<file path="config.mk">
export PLATFORM = sky130hd
export DESIGN_NAME = sirq_regs
export DESIGN_NICKNAME = d
export VERILOG_FILES = /design/src/include/sirq_pkg.sv /design/src/rtl/sirq_regs.sv /design/src/rtl/sirq_flag_bit.sv
export SDC_FILE = /design/constraint.sdc
export NUM_CORES = 1
export LEC_CHECK = 0
export BUFFER_PORTS_ARGS = -buffer_cell sky130_fd_sc_hd__buf_2
export CAP_MARGIN = 20
export CORE_MARGIN = 2
export CORE_UTILIZATION = 46
export DETAILED_ROUTE_END_ITERATION = 12
export PLACE_DENSITY = 0.85
export SYNTH_ARGS = -nofsm -noshare
export SYNTH_HDL_FRONTEND = slang
export SYNTH_HIERARCHICAL = 1
export SYNTH_SLANG_ARGS = --single-unit
export TNS_END_PERCENT = 10
</file>
<file path="constraint.sdc">
create_clock -name MCLK_IN -period 4.1 [get_ports MCLK_IN]
set_clock_uncertainty 0.05 [all_clocks]
set_input_delay 0.205 -clock MCLK_IN [delete_from_list [all_inputs] [get_ports MCLK_IN]]
set_output_delay 0.205 -clock MCLK_IN [all_outputs]
set_load 0.03 [all_outputs]
</file>
<file path="src/include/sirq_pkg.sv">
package sirq_pkg;
    localparam int ADDR_W = 8;
    localparam int DATA_W = 8;

    // register offsets (byte addresses)
    localparam logic [7:0] SIRQ_EN_LO_ADDR = 8'h00;
    localparam logic [7:0] SIRQ_EN_HI_ADDR = 8'h01;
    localparam logic [7:0] SIRQ_FLAG_LO_ADDR = 8'h02;
    localparam logic [7:0] SIRQ_FLAG_HI_ADDR = 8'h03;

    // enable byte fields
    localparam int EN_WDOG_BIT = 0;
    localparam int EN_OSC_BIT = 1;
    localparam int EN_NMI_BIT = 4;
    localparam int EN_FLASH_BIT = 5;

    // flag byte fields
    localparam int FL_WDOG_BIT = 0;
    localparam int FL_OSC_BIT = 1;
    localparam int FL_POR_BIT = 2;
    localparam int FL_EXT_BIT = 3;
    localparam int FL_NMI_BIT = 4;

    // reset values
    localparam logic EN_RST_VAL = 1'b0;
    localparam logic FL_WDOG_POR_VAL = 1'b0;
    localparam logic FL_OSC_PRST_VAL = 1'b1;
    localparam logic FL_POR_POR_VAL = 1'b1;
    localparam logic FL_EXT_POR_VAL = 1'b0;
    localparam logic FL_NMI_PRST_VAL = 1'b0;

    localparam logic [7:0] SIRQ_ZERO_BYTE = 8'h00;

    // watchdog operating mode
    typedef enum logic [0:0] {
        SIRQ_WDOG_RESET = 1'b0,
        SIRQ_WDOG_INTERVAL = 1'b1
    } sirq_wdog_mode_e;
endpackage

</file>
<file path="src/rtl/sirq_regs.sv">
// Chosen here: strobed register access.
`timescale 1ns/100ps
// Overview of operation
// - enable byte 00h: bits 5,4,1,0; 01h empty
// - watchdog enable gates only in interval mode
// - bit 5 enables flash violation request
// - flag byte 02h bits 4..0; 03h empty
// - watchdog flag set by reset-mode overflow or key violation
// - watchdog flag cleared by power-on or pin reset
// - plain reset bits reload on program reset
// - parenthesised bits reload on power-on only; the watchdog flag also on pin reset
// - unused bits read zero, ignore writes
module sirq_regs
    import sirq_pkg::*;
(
    // clock and resets
    input wire logic MCLK_IN,
    input wire logic RST_IN,
    input wire logic PROGRAM_RESET_IN,
    input wire logic POWER_ON_IN,
    input wire logic EXT_PIN_RESET_IN,
    // register port
    input wire logic [sirq_pkg::ADDR_W-1:0] ADDR_IN,
    input wire logic [sirq_pkg::DATA_W-1:0] WDATA_IN,
    input wire logic WR_IN,
    input wire logic RD_IN,
    output logic [sirq_pkg::DATA_W-1:0] RDATA_OUT,
    // events
    input wire logic WDOG_MODE_IN,
    input wire logic WDOG_OVERFLOW_IN,
    input wire logic WDOG_INTERVAL_IN,
    input wire logic KEY_VIOLATION_IN,
    input wire logic OSC_FAULT_IN,
    input wire logic PIN_NMI_IN,
    input wire logic FLASH_VIOLATION_IN,
    // requests
    output logic WDOG_IRQ_OUT,
    output logic NMI_IRQ_OUT
);
    import sirq_pkg::*;

    // program reset covers the power-on case as well
    logic prog_rst;
    logic por_like;
    logic wr_en;
    logic wr_fl;
    logic watchdog_irq_en_reg;
    logic osc_fault_irq_en_reg;
    logic pin_nmi_irq_en_reg;
    logic flash_violation_irq_en_reg;
    logic watchdog_flag_reg;
    logic power_on_flag_reg;
    logic ext_reset_flag_reg;
    logic osc_fault_flag;
    logic pin_nmi_flag;
    logic wdog_set;
    logic wdog_reset_mode;
    logic wdog_interval_mode;
    logic nmi_pin_req;
    logic nmi_osc_req;
    logic nmi_flash_req;
    logic wdog_irq_next;
    logic nmi_irq_next;
    logic [DATA_W-1:0] en_byte;
    logic [DATA_W-1:0] fl_byte;
    logic [DATA_W-1:0] rdata_next;

    assign prog_rst = RST_IN | PROGRAM_RESET_IN | POWER_ON_IN;
    assign por_like = RST_IN | POWER_ON_IN;

    // writes reach storage only at the two low byte offsets
    assign wr_en = WR_IN & (ADDR_IN == SIRQ_EN_LO_ADDR);
    assign wr_fl = WR_IN & (ADDR_IN == SIRQ_FLAG_LO_ADDR);

    // the reset-mode decode feeds the flag set; the interval-mode decode feeds the request gate
    assign wdog_reset_mode = (WDOG_MODE_IN == SIRQ_WDOG_RESET);
    assign wdog_interval_mode = (WDOG_MODE_IN == SIRQ_WDOG_INTERVAL);

    // enables clear on every program reset, power-on included
    always_ff @(posedge MCLK_IN) begin
        if (prog_rst) begin
            watchdog_irq_en_reg <= EN_RST_VAL;
            osc_fault_irq_en_reg <= EN_RST_VAL;
            pin_nmi_irq_en_reg <= EN_RST_VAL;
            flash_violation_irq_en_reg <= EN_RST_VAL;
        end else if (wr_en) begin
            watchdog_irq_en_reg <= WDATA_IN[EN_WDOG_BIT];
            osc_fault_irq_en_reg <= WDATA_IN[EN_OSC_BIT];
            pin_nmi_irq_en_reg <= WDATA_IN[EN_NMI_BIT];
            flash_violation_irq_en_reg <= WDATA_IN[EN_FLASH_BIT];
        end
    end

    assign wdog_set = (WDOG_OVERFLOW_IN & wdog_reset_mode)
                      | KEY_VIOLATION_IN;

    // watchdog flag survives PROGRAM_RESET_IN; set beats a flag-byte write, power-on or pin reset beats set
    always_ff @(posedge MCLK_IN) begin
        if (por_like | EXT_PIN_RESET_IN) begin
            watchdog_flag_reg <= FL_WDOG_POR_VAL;
        end else if (wdog_set) begin
            watchdog_flag_reg <= 1'b1;
        end else if (wr_fl) begin
            watchdog_flag_reg <= WDATA_IN[FL_WDOG_BIT];
        end
    end

    // cold-start marker; software clears it to spot later resets
    always_ff @(posedge MCLK_IN) begin
        if (por_like) begin
            power_on_flag_reg <= FL_POR_POR_VAL;
        end else if (wr_fl) begin
            power_on_flag_reg <= WDATA_IN[FL_POR_BIT];
        end
    end

    // pin reset sets the cause flag; power-on or a flag-byte write clears it
    always_ff @(posedge MCLK_IN) begin
        if (por_like) begin
            ext_reset_flag_reg <= FL_EXT_POR_VAL;
        end else if (EXT_PIN_RESET_IN) begin
            ext_reset_flag_reg <= 1'b1;
        end else if (wr_fl) begin
            ext_reset_flag_reg <= WDATA_IN[FL_EXT_BIT];
        end
    end

    // oscillator and pin flags reload on every program reset
    sirq_flag_bit #(.RST_VAL(FL_OSC_PRST_VAL)) u_osc_flag (
        .clk_in(MCLK_IN),
        .rst_in(prog_rst),
        .set_in(OSC_FAULT_IN),
        .wr_in(wr_fl),
        .wdata_in(WDATA_IN[FL_OSC_BIT]),
        .q_out(osc_fault_flag)
    );

    sirq_flag_bit #(.RST_VAL(FL_NMI_PRST_VAL)) u_nmi_flag (
        .clk_in(MCLK_IN),
        .rst_in(prog_rst),
        .set_in(PIN_NMI_IN),
        .wr_in(wr_fl),
        .wdata_in(WDATA_IN[FL_NMI_BIT]),
        .q_out(pin_nmi_flag)
    );

    // every NMI source is gated only by its own enable
    assign nmi_pin_req = pin_nmi_flag & pin_nmi_irq_en_reg;
    assign nmi_osc_req = osc_fault_flag & osc_fault_irq_en_reg;
    assign nmi_flash_req = FLASH_VIOLATION_IN &
                           flash_violation_irq_en_reg;

    // reset mode makes the watchdog a reset source, not an interrupt
    always_comb begin
        wdog_irq_next = 1'b0;
        if (wdog_interval_mode) begin
            wdog_irq_next = WDOG_INTERVAL_IN & watchdog_irq_en_reg;
        end
    end

    assign nmi_irq_next = nmi_pin_req | nmi_osc_req | nmi_flash_req;

    always_ff @(posedge MCLK_IN) begin
        if (prog_rst) begin
            WDOG_IRQ_OUT <= 1'b0;
        end else begin
            WDOG_IRQ_OUT <= wdog_irq_next;
        end
    end

    always_ff @(posedge MCLK_IN) begin
        if (prog_rst) begin
            NMI_IRQ_OUT <= 1'b0;
        end else begin
            NMI_IRQ_OUT <= nmi_irq_next;
        end
    end

    // packed images of the implemented bytes; absent bits stay zero
    always_comb begin
        en_byte = SIRQ_ZERO_BYTE;
        en_byte[EN_WDOG_BIT] = watchdog_irq_en_reg;
        en_byte[EN_OSC_BIT] = osc_fault_irq_en_reg;
        en_byte[EN_NMI_BIT] = pin_nmi_irq_en_reg;
        en_byte[EN_FLASH_BIT] = flash_violation_irq_en_reg;
    end

    always_comb begin
        fl_byte = SIRQ_ZERO_BYTE;
        fl_byte[FL_WDOG_BIT] = watchdog_flag_reg;
        fl_byte[FL_OSC_BIT] = osc_fault_flag;
        fl_byte[FL_POR_BIT] = power_on_flag_reg;
        fl_byte[FL_EXT_BIT] = ext_reset_flag_reg;
        fl_byte[FL_NMI_BIT] = pin_nmi_flag;
    end

    // the high byte of each pair falls to the zero default
    always_comb begin
        rdata_next = SIRQ_ZERO_BYTE;
        case (ADDR_IN)
            SIRQ_EN_LO_ADDR: begin
                rdata_next = en_byte;
            end
            SIRQ_FLAG_LO_ADDR: begin
                rdata_next = fl_byte;
            end
            default: begin
                rdata_next = SIRQ_ZERO_BYTE;
            end
        endcase
    end

    // read data stand only in the cycle after the strobe
    always_ff @(posedge MCLK_IN) begin
        if (RST_IN) begin
            RDATA_OUT <= SIRQ_ZERO_BYTE;
        end else if (RD_IN) begin
            RDATA_OUT <= rdata_next;
        end else begin
            RDATA_OUT <= SIRQ_ZERO_BYTE;
        end
    end
endmodule

</file>
<file path="src/rtl/sirq_flag_bit.sv">
`timescale 1ns/100ps
// one sticky flag: hardware set wins over a software clear
module sirq_flag_bit #(
    parameter logic RST_VAL = 1'b0
) (
    input wire logic clk_in,
    input wire logic rst_in,
    input wire logic set_in,
    input wire logic wr_in,
    input wire logic wdata_in,
    output logic q_out
);
    always_ff @(posedge clk_in) begin
        if (rst_in) begin
            q_out <= RST_VAL;
        end else if (set_in) begin
            q_out <= 1'b1;
        end else if (wr_in) begin
            q_out <= wdata_in;
        end
    end
endmodule

</file>
==> results.toml <==
[status]
status = "finished, final reports clean"

[clock_network]
cts_hold_buf = 0
cts_sinks = 17
insertion_delay_ns = 0.30
post_cts_buffers = 0
clk_path_buf_depth = 2
clock_tree.root_cell = "clkbuf_4"
cts_tree = "yes"
cts_buffers = 3
cts_max_level = 1
clk_pin_slew_ns = 0.10
cts_resized = 0

[route]
drt_iter0_drc = 24
vias = 755
viasPerCell = 5.51
wl_per_cell_um = 12.0
ant_nets = 0
drc_errors = 0
dr.pass1.iters = 5
drt_wl_total_mm = 1.65

[placed_design]
place_inst = 133
gp_congestion = 0.826
numPortBuffers = 35
dp_hpwl_mm = 1.24

[setup_path]
worstSetupPathType = "in -> reg"
required_ns = 4.27
crit_fanout = 17
critPathArrivalTime_ns = 1.56
crit_path_top_delay_cell = "nor4_4"
start_kind = "primary input"
max_stage_delay_ns = 0.74
worst_setup_path_end_kind = "register"
worstRegToRegCells = 2
crit_chain = "buf_2, nor4_4, a41oi_1, a211oi_1"

[die]
fp.dieW_um = 45.3
die_area_mm2 = 0.00205
core-area_mm2 = 0.00156
core.rowCount = 14
io_pins = 40
die_h_um = 45.3
initial_core_util_pct = 50.3

[timing]
maxSlewViolCount = 0
min_period_ns = 1.39
final_hold_viol_count = 0
fmaxAchievable_ghz = 0.717
setup_viol = 0
rsz0062_at_grt = "false"
slew_headroom_pct = 45.7
fin_crit_sh_pct = 34.0
worstMarginPinSlew_ns = 0.809
setup_tns_ns = 0

[finish]
diodes = 0
layout_commonest_cell = "buf_2"
num-nets-final = 152
stdcell_count = 137
final_cell_mix = "35 x buf_2, 17 x dfxtp_1, 9 x a21oi_1"
largest_reg_flops = 6
syn_to_final_growth_pct = 25.4
largest-register = "RDATA_OUT"
drive_gt1_share_pct = 39.7

[power]
leakage_nw = 0.407
powerDensity_mw_per_mm2 = 296
vdd_drop_max_uv = 155

[global_route]
grt_max_degree = 18
overflow = 0
antenna_found_initial = 0
first_global_vias = 655
grt_first_pass_wirelength_mm = 2.76
grt_usage_pct = 18.8

[run]
maxCapViolations = 0

[synthesis]
ys_warn_count = 6
synth-edff-count = 0
ys.flop_type = "dfxtp_1"
synth.cell_area_um2 = 785
synth_cell_types = 29
post_synth_inst_count = 86
ys_ff_latch = 17
seq_area_frac_synth_pct = 43.4
avgSynthCellArea_um2 = 9.12
ys_async_sr_fraction_pct = 0

[worst_hold_path]
hold-path-cell-count = 3
hold_class = "in -> reg"
==> logic make-up after synthesis <==
kind of cell,Yosys count,share of synthesized area [%]
muxes,3,3.83
DFF,17,43.4
other,1,0.478
buffers and inverters,13,7.82
AOI/OAI and AO/OA,19,16.3
and+or+nand+nor,33,28.2
==> worst paths after layout <==
path | from | to | slack (ns)
worst min register to register | watchdog_irq_en_reg$_SDFFE_PP0P_ | WDOG_IRQ_OUT$_SDFF_PP0_ | 0.42
worst max register to register | u_osc_flag/q_out$_SDFFE_PP1P_ | NMI_IRQ_OUT$_SDFF_PP0_ | 3.21
worst max-delay path | ADDR_IN[5] | ext_reset_flag_reg$_SDFFE_PP0P_ | 2.71
worst min-delay path | OSC_FAULT_IN | u_osc_flag/q_out$_SDFFE_PP1P_ | 0.03
==> power breakdown <==
| part | internal [W] | leakage, nW | switching [W] |
|---|---|---|---|
| combinational | 0.0000139 | 0.252 | 0.0000191 |
| sequential | 0.000166 | 0.137 | 0.000000631 |
| clock | 0.0000364 | 0.0177 | 0.0000545 |
| total | 0.000216 | 0.407 | 0.0000742 |
==> metal layers <==
layer  GRT usage, %  vias to the layer above  part of all wire [%]
met5              0                        -                     0
met4           12.4                        0                   2.7
met3           2.40                        4                   6.1
met2           29.1                       32                    45
met1           24.3                      332                    46
li1               -                      387                     -
==> Yosys cell counts, types with 2 or more instances <==
library cell / count / area [µm²]
dfxtp_1: 17 / 340
a21oi_1: 9 / 45.0
inv_1: 7 / 26.3
nand3_1: 7 / 35.0
nand4_1: 5 / 31.3
a31o_2: 4 / 35.0
nor2_1: 4 / 15.0
buf_4: 3 / 22.5
mux2i_1: 3 / 30.0
nor3_1: 3 / 15.0
and3_1: 2 / 12.5
clkbuf_1: 2 / 7.51
nand2_1: 2 / 7.51
o31ai_1: 2 / 15.0
or3_1: 2 / 12.5
==> per-stage QoR <==
stage	utilization [%]	worst slack (ns)	total power (W)	hold slack, ns	instance area [µm²]
floorplan	-	2.63	0.000186	0.228	788
global route	63.1	2.53	0.000302	0.0250	983
CTS	63.1	2.72	0.000292	0.0285	983
global placement	61.3	2.43	0.000202	0.332	956
finish	63.1	2.71	0.000291	0.0319	983
detailed placement	61.3	2.42	0.000203	0.341	956
==> worst max-delay path, delay by kind of cell <==
family / cells / cell delay (ns)
and+or+nand+nor: 1 / 0.74
AOI/OAI and AO/OA: 2 / 0.49
buffers and inverters: 1 / 0.12
==> cell type report <==
type / instances / area, µm²
multi-input cells: 57 / 387
fillers: 144 / 576
inverters: 7 / 26.3
flip-flops and latches: 17 / 340
clock inverters: 1 / 5.00
well taps: 16 / 20.0
clock buffers: 3 / 22.5
repair buffers: 36 / 183
No activity file was read; power rests on OpenSTA's default activity.
